`src/rtl/mcsd_pkg.sv`:
```
/*
 * mcsd_pkg: constants and types shared by the main clock select and
 * distribution block and its system divider.
 * assumes: included before the interface and the modules that import it.
 */
package mcsd_pkg;
	// register offsets in the i/o space
	localparam logic [5:0] OFS_DIVIDER = 6'h36;
	localparam logic [5:0] OFS_SOURCE = 6'h37;
	localparam logic [5:0] OFS_TRIM = 6'h39;
	localparam logic [5:0] OFS_PROTECT = 6'h3c;
	// main source select codes
	localparam logic [1:0] SRC_INT8 = 2'h0;
	localparam logic [1:0] SRC_LOW128 = 2'h1;
	localparam logic [1:0] SRC_EXT = 2'h2;
	localparam logic [1:0] SRC_RSVD = 2'h3;
	// values after reset
	localparam logic [1:0] SOURCE_RESET = 2'h0;
	localparam logic [3:0] DIVIDER_RESET = 4'h3;
	// unlock signature and length of the write window in instruction cycles
	localparam logic [7:0] UNLOCK_SIGNATURE = 8'hd8;
	localparam logic [2:0] PROTECT_CYCLES = 3'h4;
	// field positions
	localparam int SOURCE_FIELD_MSB = 1;
	localparam int DIVIDER_FIELD_MSB = 3;
	localparam int PROTECT_FLAG_POS = 0;

	typedef enum logic [1:0] {
		SLEEP_ACTIVE,
		SLEEP_IDLE,
		SLEEP_CONVERT,
		SLEEP_POWERDOWN
	} mcsd_sleep_t;
endpackage

```
`src/rtl/mcsd_div_if.sv`:
```
/*
 * mcsd_div_if: carries main clock ticks and divider select into the
 * system divider and the divided tick back out.
 * assumes: both ends run on mclk.
 */
`timescale 1ns/100ps
`default_nettype none
interface mcsd_div_if;
	logic mainTick;
	logic [3:0] divSel;
	logic sysTick;
	modport ctrl (output mainTick, output divSel, input sysTick);
	modport div (input mainTick, input divSel, output sysTick);
endinterface
`default_nettype wire

```
`src/rtl/mcsd_prescaler.sv`:
```
/*
 * mcsd_prescaler: power-of-two divider of the main clock tick stream.
 * assumes: mainTick is a one-cycle pulse on mclk; divSel from a register.
 */
`timescale 1ns/100ps
`default_nettype none
module mcsd_prescaler
	import mcsd_pkg::*;
#(
	parameter int MAX_CODE = 8
) (
	// clock and reset
	input wire logic mclk,
	input wire logic sys_rst,
	// divider link
	mcsd_div_if.div link
);
	if (MAX_CODE < 0 || MAX_CODE > 8) begin : g_check
		$error("mcsd_prescaler: MAX_CODE must be 0 to 8");
	end

	function automatic logic [7:0] limitOf(input logic [3:0] code);
		logic [3:0] c;
		c = (code > 4'(MAX_CODE)) ? 4'(MAX_CODE) : code;
		limitOf = 8'((9'h001 << c) - 9'h001);
	endfunction

	logic [7:0] count_reg, count_next;
	logic [7:0] limit_reg, limit_next;
	logic tick_reg, tick_next;

	// new limit taken only at a period boundary: no short period appears
	always_comb begin
		count_next = count_reg;
		limit_next = limit_reg;
		tick_next = 1'b0;
		if (link.mainTick) begin
			if (count_reg >= limit_reg) begin
				count_next = 8'h00;
				tick_next = 1'b1;
				limit_next = limitOf(link.divSel);
			end else begin
				count_next = count_reg + 8'h01;
			end
		end
	end

	always_ff @(posedge mclk or posedge sys_rst) begin
		if (sys_rst) begin
			count_reg <= 8'h00;
			limit_reg <= 8'h07;
			tick_reg <= 1'b0;
		end else begin
			count_reg <= count_next;
			limit_reg <= limit_next;
			tick_reg <= tick_next;
		end
	end

	assign link.sysTick = tick_reg;

	AST_TICK_ON_MAIN: assert property (@(posedge mclk) disable iff (sys_rst)
		tick_reg |-> $past(link.mainTick))
		else $error("system tick without main tick");
	AST_LIMIT_POW2: assert property (@(posedge mclk) disable iff (sys_rst)
		((limit_reg + 8'h01) & limit_reg) == 8'h00)
		else $error("divider limit not a power of two");
	AST_LIMIT_AT_BOUNDARY: assert property (@(posedge mclk) disable iff (sys_rst)
		!$stable(limit_reg) |-> tick_reg)
		else $error("divider limit changed inside a period");
endmodule // mcsd_prescaler
`default_nettype wire

```
`src/rtl/main_clock_select_and_distribution.sv`:
```
/*
 * main_clock_select_and_distribution: picks the main clock from three
 * sampled sources, divides it and hands out gated domain tick enables.
 * assumes: oscillator and external clock pins are far slower than mclk
 * and arrive asynchronous; the i/o write port is on mclk.
 */
`timescale 1ns/100ps
`default_nettype none
// Overview of operation
// - select code picks 8M, 128k, external
// - all domain ticks except watchdog derive from main clock
// - source switch without glitch or runt pulse
// - reset selects calibrated 8 MHz oscillator
// - divider resets to divide by eight
// - divider rewrite reaches every synchronous domain
// - reset loads factory trim byte
// - watchdog ticks always from low oscillator
// - core domain halts with its enable
// - peripheral domain; interrupt pin seen ungated
// - nonvolatile domain follows core domain
// - converter domain runs in convert sleep
// - sleep mode gates unused domains
// - signature opens four-cycle protected write window
// - divider code gives power of two
// - new divisor starts at period boundary
module main_clock_select_and_distribution
	import mcsd_pkg::*;
(
	// clock and reset
	input wire logic mclk,
	input wire logic sys_rst,
	// clock source pins
	input wire logic int8Osc,
	input wire logic low128Osc,
	input wire logic external_clock_input,
	// external interrupt pin
	input wire logic extIntPin,
	// i/o write port from the core
	input wire logic ioWrite,
	input wire logic [5:0] ioAddr,
	input wire logic [7:0] ioWrData,
	// factory trim and sleep control
	input wire logic [7:0] factoryTrim,
	input wire logic [1:0] sleepMode,
	// register contents
	output logic [7:0] main_source_settings_reg,
	output logic [7:0] system_divider_reg,
	output logic [7:0] oscillator_trim_reg,
	output logic [7:0] change_protection_reg,
	output logic interruptBlock,
	// domain tick enables and synchronised interrupt pin level
	output logic mainTick,
	output logic core_clock,
	output logic peripheral_clock,
	output logic nonvolatile_ctrl_clock,
	output logic converter_clock,
	output logic watchdogTick,
	output logic extIntDetect
);
	typedef enum {SW_RUN, SW_WAIT_LOW, SW_WAIT_HIGH} mcsd_sw_t;

	// synchronisers: stage a feeds only stage b
	logic [3:0] syncA_reg, syncB_reg, syncC_reg;
	logic [3:0] pins;
	assign pins = {extIntPin, external_clock_input, low128Osc, int8Osc};
	always_ff @(posedge mclk or posedge sys_rst) begin
		if (sys_rst) begin
			syncA_reg <= 4'h0;
			syncB_reg <= 4'h0;
			syncC_reg <= 4'h0;
		end else begin
			syncA_reg <= pins;
			syncB_reg <= syncA_reg;
			syncC_reg <= syncB_reg;
		end
	end

	function automatic logic srcLevel(input logic [1:0] code, input logic [3:0] v);
		case (code)
			SRC_INT8: srcLevel = v[0];
			SRC_LOW128: srcLevel = v[1];
			SRC_EXT: srcLevel = v[2];
			default: srcLevel = v[0];
		endcase
	endfunction

	function automatic logic srcRise(input logic [1:0] code);
		srcRise = srcLevel(code, syncB_reg) & ~srcLevel(code, syncC_reg);
	endfunction

	// register write decode
	logic wrProtect, wrSource, wrDivider, wrTrim, windowOpen;
	assign windowOpen = change_protection_reg[PROTECT_FLAG_POS];
	assign wrProtect = ioWrite && ioAddr == OFS_PROTECT;
	assign wrSource = ioWrite && ioAddr == OFS_SOURCE && windowOpen;
	assign wrDivider = ioWrite && ioAddr == OFS_DIVIDER && windowOpen;
	assign wrTrim = ioWrite && ioAddr == OFS_TRIM;

	// protection window, counted in core instruction cycles
	logic [2:0] window_reg, window_next;
	always_comb begin
		window_next = window_reg;
		if (wrProtect && ioWrData == UNLOCK_SIGNATURE) begin
			window_next = PROTECT_CYCLES;
		end else if (window_reg != 3'h0 && core_clock) begin
			window_next = window_reg - 3'h1;
		end
	end

	// configuration registers
	logic [1:0] reqSrc_reg, reqSrc_next;
	logic [3:0] divSel_reg, divSel_next;
	logic [7:0] trim_reg, trim_next;
	logic trimLoad_reg, trimLoad_next;
	always_comb begin
		reqSrc_next = reqSrc_reg;
		divSel_next = divSel_reg;
		trim_next = trim_reg;
		trimLoad_next = 1'b0;
		if (trimLoad_reg) begin
			trim_next = factoryTrim;
		end else if (wrTrim) begin
			trim_next = ioWrData;
		end
		if (wrSource && ioWrData[SOURCE_FIELD_MSB:0] != SRC_RSVD) begin
			reqSrc_next = ioWrData[SOURCE_FIELD_MSB:0];
		end
		if (wrDivider) begin
			divSel_next = ioWrData[DIVIDER_FIELD_MSB:0];
		end
	end

	// glitch-free switch: old source muted, new one used from its first rise after a low level is seen
	mcsd_sw_t sw_reg, sw_next;
	logic [1:0] actSrc_reg, actSrc_next;
	logic mainTickNext;
	always_comb begin
		sw_next = sw_reg;
		actSrc_next = actSrc_reg;
		mainTickNext = 1'b0;
		case (sw_reg)
			SW_RUN: begin
				if (reqSrc_reg != actSrc_reg) begin
					actSrc_next = reqSrc_reg;
					sw_next = SW_WAIT_LOW;
				end else begin
					mainTickNext = srcRise(actSrc_reg);
				end
			end
			SW_WAIT_LOW: begin
				if (!srcLevel(actSrc_reg, syncB_reg)) begin
					sw_next = SW_WAIT_HIGH;
				end
			end
			SW_WAIT_HIGH: begin
				if (srcRise(actSrc_reg)) begin
					mainTickNext = 1'b1;
					sw_next = SW_RUN;
				end
			end
			default: sw_next = SW_RUN;
		endcase
	end

	always_ff @(posedge mclk or posedge sys_rst) begin
		if (sys_rst) begin
			window_reg <= 3'h0;
			reqSrc_reg <= SOURCE_RESET;
			actSrc_reg <= SOURCE_RESET;
			divSel_reg <= DIVIDER_RESET;
			trim_reg <= 8'h00;
			trimLoad_reg <= 1'b1;
			sw_reg <= SW_RUN;
			mainTick <= 1'b0;
		end else begin
			window_reg <= window_next;
			reqSrc_reg <= reqSrc_next;
			actSrc_reg <= actSrc_next;
			divSel_reg <= divSel_next;
			trim_reg <= trim_next;
			trimLoad_reg <= trimLoad_next;
			sw_reg <= sw_next;
			mainTick <= mainTickNext;
		end
	end

	// system divider
	mcsd_div_if divLink();
	assign divLink.mainTick = mainTick;
	assign divLink.divSel = divSel_reg;
	mcsd_prescaler #(
		.MAX_CODE(8)
	) u_prescaler (
		.mclk(mclk),
		.sys_rst(sys_rst),
		.link(divLink.div)
	);

	// domain gating by sleep mode
	// gate applied combinationally in front of the tick flop, so a tick is never cut short
	// limitation: window above still waits for core ticks, so power down freezes it
	logic coreOn, periphOn, convOn;
	always_comb begin
		coreOn = 1'b0;
		periphOn = 1'b0;
		convOn = 1'b0;
		case (sleepMode)
			SLEEP_ACTIVE: begin
				coreOn = 1'b1;
				periphOn = 1'b1;
				convOn = 1'b1;
			end
			SLEEP_IDLE: begin
				periphOn = 1'b1;
				convOn = 1'b1;
			end
			SLEEP_CONVERT: convOn = 1'b1;
			default: ; // power down: core, peripheral and converter domains stopped
		endcase
	end

	logic coreTick_reg, periphTick_reg, nvmTick_reg, convTick_reg, wdtTick_reg, extInt_reg;
	always_ff @(posedge mclk or posedge sys_rst) begin
		if (sys_rst) begin
			coreTick_reg <= 1'b0;
			periphTick_reg <= 1'b0;
			nvmTick_reg <= 1'b0;
			convTick_reg <= 1'b0;
			wdtTick_reg <= 1'b0;
			extInt_reg <= 1'b0;
		end else begin
			coreTick_reg <= divLink.sysTick && coreOn;
			periphTick_reg <= divLink.sysTick && periphOn;
			nvmTick_reg <= divLink.sysTick && coreOn;
			convTick_reg <= divLink.sysTick && convOn;
			wdtTick_reg <= syncB_reg[1] & ~syncC_reg[1];
			extInt_reg <= syncB_reg[3]; // seen even with peripherals stopped
		end
	end

	assign core_clock = coreTick_reg;
	assign peripheral_clock = periphTick_reg;
	assign nonvolatile_ctrl_clock = nvmTick_reg;
	assign converter_clock = convTick_reg;
	assign watchdogTick = wdtTick_reg;
	assign extIntDetect = extInt_reg;
	assign main_source_settings_reg = {6'h00, reqSrc_reg};
	assign system_divider_reg = {4'h0, divSel_reg};
	assign oscillator_trim_reg = trim_reg;
	assign change_protection_reg = {7'h00, window_reg != 3'h0};
	assign interruptBlock = window_reg != 3'h0;

	AST_WRITE_LOCKED: assert property (@(posedge mclk) disable iff (sys_rst)
		(ioWrite && ioAddr == OFS_SOURCE && !windowOpen) |=> $stable(reqSrc_reg))
		else $error("source changed without unlock");
	AST_WINDOW_OPENS: assert property (@(posedge mclk) disable iff (sys_rst)
		(wrProtect && ioWrData == UNLOCK_SIGNATURE) |=> window_reg == 3'h4)
		else $error("window not opened to four cycles");
	AST_RSVD_IGNORED: assert property (@(posedge mclk) disable iff (sys_rst)
		(wrSource && ioWrData[1:0] == SRC_RSVD) |=> $stable(reqSrc_reg))
		else $error("reserved source code accepted");
	AST_NO_TICK_IN_SWITCH: assert property (@(posedge mclk) disable iff (sys_rst)
		(sw_reg == SW_RUN && sw_next == SW_WAIT_LOW) |=> !mainTick [*2])
		else $error("main tick during source switch");
	AST_RESET_SOURCE: assert property (@(posedge mclk)
		$fell(sys_rst) |-> actSrc_reg == SRC_INT8 && divSel_reg == 4'h3)
		else $error("reset source or divider wrong");
	AST_TRIM_LOADED: assert property (@(posedge mclk) disable iff (sys_rst)
		trimLoad_reg |=> trim_reg == $past(factoryTrim))
		else $error("factory trim not loaded");
	AST_NVM_WITH_CORE: assert property (@(posedge mclk) disable iff (sys_rst)
		nonvolatile_ctrl_clock == core_clock)
		else $error("nonvolatile domain differs from core domain");
	AST_POWERDOWN_GATED: assert property (@(posedge mclk) disable iff (sys_rst)
		($past(sleepMode) == 2'h3) |-> !core_clock && !peripheral_clock && !converter_clock)
		else $error("domain ticking in power down");
	AST_CONV_SLEEP: assert property (@(posedge mclk) disable iff (sys_rst)
		($past(sleepMode) == 2'h2 && $past(divLink.sysTick)) |-> converter_clock && !core_clock)
		else $error("converter domain gating wrong");

	// write paths checked against the written data; window end, core source, idle gating
	AST_SRC_WRITE: assert property (@(posedge mclk) disable iff (sys_rst)
		(wrSource && ioWrData[1:0] != SRC_RSVD) |=> reqSrc_reg == $past(ioWrData[1:0]))
		else $error("accepted source code not stored");
	AST_DIV_WRITE: assert property (@(posedge mclk) disable iff (sys_rst)
		wrDivider |=> divSel_reg == $past(ioWrData[3:0]))
		else $error("accepted divider code not stored");
	AST_WINDOW_CLOSES: assert property (@(posedge mclk) disable iff (sys_rst)
		(window_reg == 3'h1 && core_clock && !wrProtect) |=> !windowOpen)
		else $error("protected window outlived its four cycles");
	AST_CORE_FROM_SYS: assert property (@(posedge mclk) disable iff (sys_rst)
		core_clock |-> $past(divLink.sysTick))
		else $error("core tick without system tick");
	AST_IDLE_GATED: assert property (@(posedge mclk) disable iff (sys_rst)
		($past(sleepMode) == 2'h1 && $past(divLink.sysTick)) |-> peripheral_clock && !core_clock)
		else $error("idle domain gating wrong");
endmodule // main_clock_select_and_distribution
`default_nettype wire

```
`config.mk`:
```
export PLATFORM = sky130hd
export DESIGN_NAME = main_clock_select_and_distribution
export DESIGN_NICKNAME = d
export VERILOG_FILES = /design/src/rtl/mcsd_pkg.sv /design/src/rtl/mcsd_div_if.sv /design/src/rtl/mcsd_prescaler.sv /design/src/rtl/main_clock_select_and_distribution.sv
export SDC_FILE = /design/constraint.sdc
export NUM_CORES = 1
export LEC_CHECK = 0
export BUFFER_PORTS_ARGS = -buffer_cell sky130_fd_sc_hd__buf_4
export CORE_MARGIN = 5
export CORE_UTILIZATION = 32
export DETAILED_ROUTE_END_ITERATION = 10
export PLACE_DENSITY_LB_ADDON = 0.1
export SLEW_MARGIN = 5
export SYNTH_ARGS = -nofsm -noshare
export SYNTH_HDL_FRONTEND = slang
export SYNTH_HIERARCHICAL = 1
export SYNTH_SLANG_ARGS = --single-unit
```
`constraint.sdc`:
```
create_clock -name mclk -period 6.1 [get_ports mclk]
set_input_delay 1.22 -clock mclk [delete_from_list [all_inputs] [get_ports mclk]]
set_output_delay 1.22 -clock mclk [all_outputs]
set_load 0.02 [all_outputs]
```
; After elaboration in Yosys (flattened, before gate mapping)
; Cells that the tools add are included.
[totals]
out_inout_bits = 40
wordCells = 96
ff_bits = 86
[classes]
magnitude_cmp = 2
reduce_logical = 22
bitwise = 6
n_addsub = 3
muxes = 27
n_eq_ne = 16
n_shift = 1
[op_table]
columns = operator, count
row1 = $mux W32, 3
row2 = $pmux W32 S3, 1
row3 = $eq A32 B1 Y1 const B, 1
row4 = $eq A32 B2 Y1 const B, 1
row5 = $logic_not A32 Y1, 1
row6 = $eq A6 B6 Y1 const B, 4
row7 = $mux W8, 3
row8 = $mux W1, 14
row9 = $logic_and A1 B1 Y1, 12
row10 = $add A8 B1 Y8 const B, 1
row11 = $eq A8 B8 Y1 const B, 1
row12 = $ge A8 B8 Y1, 1
row13 = $ne A2 B2 Y1 const B, 4
row14 = $shl A1 B4 Y8 const A, 1
row15 = $sub A8 B1 Y8 const B, 1
row16 = $mux W3, 2
row17 = $pmux W1 S2, 3
row18 = $eq A2 B1 Y1 const B, 2
row19 = $eq A2 B2 Y1 const B, 2
row20 = $gt A4 B4 Y1 const B, 1
row21 = $mux W4, 1
row22 = $reduce_and A2 Y1, 2
row23 = $reduce_bool A2 Y1, 2
row24 = $and A1 B1 Y1, 3
row25 = 8 further kinds, 10

; Longest topological paths before layout
; Gate-level depths: netlist of the first run.
[depth]
word_depth = 8
mapped_depth = 8

; Hierarchy
; Netlist of the first run, hierarchy kept.
[modules_own_cells]
columns = mod, instances, area_each_um2, cells_per_inst
row1 = main_clock_select_and_distribution, 1, 1801.7, 162
row2 = mcsd_prescaler, 1, 1089.8, 106

; Least setup slack after synthesis of the first run
; No wires, ideal clock.
[synth_path]
kind = register to output
from = register window_reg[0]
to = output change_protection_reg[0]
path_stages_with_launch = 6
setup_slack_ps = 3464
arrival_ps = 1416
cell_sequence = dfrtp_1 -> inv_1 -> ha_1 -> nor2b_1 -> inv_1 -> buf_4
[synth_via]
elab_chain_len = 1
[synth_rtl]
columns = item, line
row1 = start: declaration, main_clock_select_and_distribution.sv:100  ; logic [2:0] window_reg, window_next;
row2 = start signal: assignment, main_clock_select_and_distribution.sv:176  ; window_reg <= window_next;
row3 = $reduce_bool A3 Y1, -
row4 = end: declaration, main_clock_select_and_distribution.sv:49  ; output logic [7:0] change_protection_reg,
; No other way between the ends.

; Worst setup path in the final report of the first run
[layout_path]
from = register window_reg[0]
to = output interruptBlock
[layout_via]
elab_chain_len = 1
[layout_rtl]
columns = item, line
row1 = $reduce_bool A3 Y1, main_clock_select_and_distribution.sv:251  ; assign interruptBlock = window_reg != 3'h0;
row2 = end: declaration, main_clock_select_and_distribution.sv:50  ; output logic interruptBlock,
; No other way between the ends.

==> results.md, run 1 <==
- Period utilization: 50.3%
- Req. time, crit path: 4.88 ns
- Reg-to-Reg Start: u_prescaler/count_reg[0]
- Grt peak-use layer: met2
- Post-Syn Instances: 268
- Pwr per Cell Area: 359 nW/µm²
- Clock power frac: 17.3%
- Worst R2R End: u_prescaler/limit_reg[7]
- Minimum clock period: 3.07 ns
- Routed len/inst: 14.0 µm
- Post-CTS sizing: 0
- Share of layout cells above drive strength 1: about a quarter
- DP HPWL: between 4 and 5 mm
- Met2 usage: 15.9%
- Vias in the first global route: 2,059
- Placed Instances: 423
- Fmax: around 0.33 GHz
- Number of flops mapped to enable cells by yosys: 0
- Vias: around 2,100
- Switch Pwr: 0.000465 W
- Final TNS setup: 0 ns
- Worst Skew: between 0.01 and 0.015 ns
- Sequential power share: 43.4%
- Fill count: 895
- Final setup fails: 0
- HP Class: flop to flop
- Die Y-Extent: 105 µm
- Total Routing Usage GR: 10.9%
- I/O pins: 71
- Least-Margin Pin Slew: roughly 1.1 ns
- Grt met1 use: roughly 16%
- Register area share after synthesis: 48.7%
- Synthesis warning total: 6
- Max clock buf depth: 2
- Final Hold Viols: 0
- N_diodes: 0
- Average cell area after synthesis: 10.8 µm²
- Total CTS buffers: 5
- Hold Path End: syncB_reg[3]
- Sw Share: 37.9%
- CTS tree: yes
- FFs w/ async S/R, synth: 100%
- Outcome: finished, final reports clean
- Final Non-Filler Cells: 431
- CP Class: flop to output pin
- Crit path arrival time: 1.85 ns
- R2R setup slack: 3.59 ns
- Commonest non-fill, non-tap cell in the layout: buf_4
- RSZ-0062 raised after global routing: false
- Syn Std Cell Area: 2890 µm²
- Internal power: 0.000762 W
- Peak VDD IR: 0.0926 mV
- Crit path launch type: flop
- Synth unique cells: 55
- M3 GR Usage: 3.45%
- Max-cap violations: 0
- Total wire length: approximately 6.0 mm
- Worst hold start: syncA_reg[3]
- Core area: 8760 µm²
- Antenna Violating Nets Remaining: 0
- Reg2reg path depth: 6
- Largest net degree at the start of global routing: 40
- Port-buffer cells: 53
- CTS hold repair buffers: 0
- Ys flop type: dfrtp_1
- DRT Pass-1 Iters: 4
- Flops & latches, synth: 56
- Final nets: 367
- Max-slew violations: 0
- Critical path fanouts, max: 8
- Clk_lat worst skew: about 0.31 ns
- Drt via density: roughly 4.9
- GR Overflow Total: 0
- Die Footprint: ~11,000 µm²
- DRC Markers: 0
- First-pass GRT wire length: 10.1 mm
- Commonest non-fill, non-tap cells in the layout: 54 x buf_4, 50 x dfrtp_1, 21 x inv_1, 18 x o21ai_0, 18 x conb_1
- Post-CTS repair timing setup buffer count: 0
- Rows: 34
- Initial core utilization: 33.0%
- Lkg Pwr: 1.57 nW
- Clock sinks: 56
- Initial antenna violation count: 0
- Slew HR: 25.2%
- Die W: around 110 µm
- Area delta synth->final: 18.2%
- Clk root buf: clkbuf_8
- Iteration-0 DRC Markers: 71
- Gate power share: 39.3%
- Max H-tree Level: 2
- Placer Congestion: 0.806
- Crit. End Element: output pin
- CTS clock-pin slew for the worst setup and hold paths: 0.11 ns
- Depth of the worst hold-timing path: 0
==> critical path: stages (launching register included) <==
cell and delay, ns:
dfrtp_1 0.39, inv_1 0.10, ha_1 0.17, nor2b_1 0.49, inv_1 0.18, buf_4 0.20
==> Yosys cell counts (2+ instances only) <==
cell type / count / area, µm²
a31oi_1: 8 / 50.1
o22a_1: 2 / 17.5
nor4_1: 2 / 12.5
o21ai_0: 18 / 90.1
nand2b_1: 4 / 25.0
ha_1: 14 / 175
a21oi_1: 7 / 35.0
buf_4: 19 / 143
dfstp_2: 6 / 158
o221ai_1: 2 / 17.5
o2bb2ai_1: 2 / 17.5
xor2_1: 3 / 26.3
clkbuf_1: 2 / 7.51
nand3_1: 14 / 70.1
nand4b_1: 3 / 26.3
or3_1: 3 / 18.8
nor2b_1: 4 / 25.0
xnor2_1: 3 / 26.3
mux2i_1: 4 / 40.0
nor3b_1: 2 / 15.0
o2111ai_1: 3 / 26.3
or2b_1: 2 / 15.0
nor3_1: 3 / 15.0
inv_1: 21 / 78.8
buf_2: 2 / 10.0
nand2_1: 11 / 41.3
a21o_1: 3 / 22.5
nor4_4: 2 / 42.5
mux2_4: 2 / 30.0
o21a_1: 2 / 15.0
nor2_1: 16 / 60.1
dfrtp_1: 50 / 1250
a2111oi_0: 2 / 17.5
mux2_2: 6 / 67.6
==> cells by family (layout without fill, tap and decap cells) <==
family          after synthesis  after routing  synth area share (%)
xor+xnor                      6              6                  1.82
buf+inv                      45             83                  8.65
flops                        56             56                  48.7
other cells                   1             18                 0.130
fa+ha+maj                    14             14                  6.06
mux                          12             12                  4.76
simple gates                 77             77                  16.0
compound gates               57             57                  13.9
==> area by class of cell <==
class / instances / area (µm²) / share of cell area (%)
Clock buffer: 5 / 68.8 / 2.01
Clock inverter: 3 / 25.0 / 0.732
Inverter: 21 / 78.8 / 2.31
Multi-Input combinational cell: 184 / 1300 / 37.9
Sequential cell: 56 / 1410 / 41.2
Tap cell: 108 / 135 / 3.95
Timing Repair Buffer: 54 / 405 / 11.9
==> stage by stage <==
step	hold WS [ns]	area (µm²)	util, %	setup slack (ns)	total power (W)
after floorplan	0.331	2960	-	3.46	0.000901
after global placement	0.333	3320	37.9	3.45	0.00102
after detailed placement	0.335	3320	37.9	3.39	0.00102
after CTS	0.362	3420	39.0	3.01	0.00124
after global routing	0.368	3420	39.0	2.87	0.00132
final	0.357	3420	39.0	3.03	0.00123
==> power groups by stage <==
| stage | logic, W | registers (W) | clock network [W] |
|---|---|---|---|
| after floorplan | 0.000364 | 0.000537 | 0 |
| after global placement | 0.000481 | 0.000540 | 0 |
| after detailed placement | 0.000484 | 0.000540 | 0 |
| after CTS | 0.000488 | 0.000534 | 0.000224 |
| after global routing | 0.000541 | 0.000546 | 0.000237 |
| final | 0.000482 | 0.000532 | 0.000212 |
==> how the worst max path moves through the flow <==
stage,from,endpoint,slack [ns]
CTS,window_reg[0],interruptBlock,3.01
floorplan,window_reg[0],change_protection_reg[0],3.46
global placement,window_reg[0],change_protection_reg[0],3.45
detailed placement,window_reg[0],interruptBlock,3.39
global route,window_reg[0],interruptBlock,2.87
finish,window_reg[0],interruptBlock,3.03
==> per-layer routing <==
metal  wire (µm)  part of all wire, %  vias to the layer above
met2        2490                   41                       82
li1            -                    -                     1023
met4          45                 0.75                        0
met1        2980                   50                      993
met5           0                    0                        -
met3         496                  8.2                        4
No activity file was read; power rests on OpenSTA's default activity.
==> run 2: changes to the inputs <==
Clock period 6.1 ns to 2.7 ns, I/O delays scaled along.
==> run 2 against run 1 <==
  * Sequential cell count unchanged
  * Non-clock buffer count up 2
  * Worst hold slack worse by 0.034 ns
  * Critical path depth unchanged
  * Clock skew down 0.0018 ns
  * Largest power group unchanged
==> results.md, run 2 (synthesis results as in run 1) <==
- DRT Pass-1 Iters: 4
- I/O pins: slightly above 70
- Lkg Pwr: 1.58 nW
- Total CTS buffers: 5
- Largest net degree at the start of global routing: 40
- Req. time, crit path: 2.16 ns
- Placer Congestion: about 0.80
- Drt via density: 4.85
- Worst hold start: extIntPin
- Routed len/inst: 13.9 µm
- Worst R2R End: u_prescaler/limit_reg[4]
- Final TNS setup: 0 ns
- Iteration-0 DRC Markers: 48
- Die Y-Extent: 105 µm
- Clk_lat worst skew: 0.31 ns
- Reg-to-Reg Start: u_prescaler/count_reg[0]
- Die W: 105 µm
- Hold_ws: 0.323 ns
- Final core utilization: 39.1%
- Port-buffer cells: 53
- Crit path launch type: flop
- Peak VDD IR: roughly 0.35 mV
- Rows: 34
- Total power: 0.00277 W
- Outcome: finished, final reports clean
- Fmax: between 0.4 and 0.5 GHz
- Total Routing Usage GR: 11.6%
- Final Cell Area: 3430 µm²
- Fill count: between 800 and 900
- Slew HR: 45.8%
- Commonest non-fill, non-tap cells in the layout: 56 x buf_4, 50 x dfrtp_1, 21 x inv_1, 18 x o21ai_0, 18 x conb_1
- Pwr per Cell Area: 809 nW/µm²
- CTS hold repair buffers: 0
- R2R setup slack: 0.45 ns
- DP Area: 3340 µm²
- Initial antenna violation count: 0
- Die Footprint: 11,000 µm²
- Final setup fails: 0
- Period utilization: 87.5%
- Post-CTS sizing: 0
- Reg2reg path depth: 7
- Critical path fanouts, max: 8
- CP Class: flop to output pin
- Crit. End Element: output pin
- Hold Path End: syncA_reg[3]
- N_diodes: 0
- Final nets: 369
- Max clock buf depth: 2
- DP HPWL: 4.60 mm
- GR Overflow Total: 0
- RSZ-0062 raised after global routing: false
- HP Class: input pin to flop
- Least-Margin Pin Slew: 0.813 ns
- Area delta synth->final: 18.6%
- Post-CTS repair timing setup buffer count: 0
- Share of layout cells above drive strength 1: 26.5%
- Max-slew violations: 0
- Clk root buf: clkbuf_8
- Minimum clock period: 2.36 ns
- Final Hold Viols: 0
- Antenna Violating Nets Remaining: 0
- Vias in the first global route: 2,108
- Crit path arrival time: between 1.5 and 2 ns
- Vias: 2,098
- Core area: 8760 µm²
- Commonest non-fill, non-tap cell in the layout: buf_4
- Initial core utilization: 33.0%
- Max-cap violations: 0
- Clock sinks: 56
- Total wire length: 6.01 mm
- DRC Markers: 0
- CTS tree: yes
- First-pass GRT wire length: between 10 and 15 mm
- Depth of the worst hold-timing path: 1
- Max H-tree Level: 2
- Worst Skew: 0.00827 ns
- CTS clock-pin slew for the worst setup and hold paths: 0.11 ns
[run 2: routing by layer]
metal | global-route usage (%) | routed length (µm) | vias to the layer above
met5 | 0 | 0 | -
met4 | 3.29 | 78 | 0
met3 | 3.51 | 467 | 6
met2 | 16.1 | 2410 | 79
met1 | 17.3 | 3060 | 982
li1 | - | - | 1031
[run 2: critical path, stage by stage (launching register included)]
cell     delay (ns)
dfrtp_1        0.39
inv_1          0.09
ha_1           0.16
nor2b_1        0.48
inv_1          0.18
buf_4          0.20
[run 2: report_power, final]
part           switching (W)  internal [W]
combinational       0.000608      0.000503
clock               0.000284      0.000185
sequential          0.000154       0.00104
total                0.00105       0.00173
[run 2: layout make-up]
| type | count | area [µm²] | share of cell area, % |
|---|---|---|---|
| multi-input combinational | 184 | 1300 | 37.8 |
| tap | 108 | 135 | 3.94 |
| timing repair buffer | 56 | 420 | 12.3 |
| sequential | 56 | 1410 | 41.1 |
| clock inverter | 3 | 21.3 | 0.620 |
| inverter | 21 | 78.8 | 2.30 |
| clock buffer | 5 | 68.8 | 2.01 |
[run 2: stage by stage]
stage,std cells,setup slack (ns)
after floorplan,285,0.678
after global placement,425,0.443
after detailed placement,425,0.414
after CTS,433,0.297
after global routing,433,0.113
final,433,0.337
[run 2: how the worst max path moves through the flow]
stage | endpoint | slack, ns | cells after the start | start
2_1_floorplan | u_prescaler/limit_reg[3] | 0.68 | 6 | u_prescaler/limit_reg[0]
6_report | interruptBlock | 0.34 | 5 | window_reg[0]
4_1_cts | interruptBlock | 0.30 | 5 | window_reg[0]
3_5_place_dp | u_prescaler/limit_reg[7] | 0.41 | 6 | u_prescaler/count_reg[0]
3_3_place_gp | u_prescaler/limit_reg[7] | 0.44 | 6 | u_prescaler/limit_reg[2]
5_1_grt | interruptBlock | 0.11 | 5 | window_reg[0]
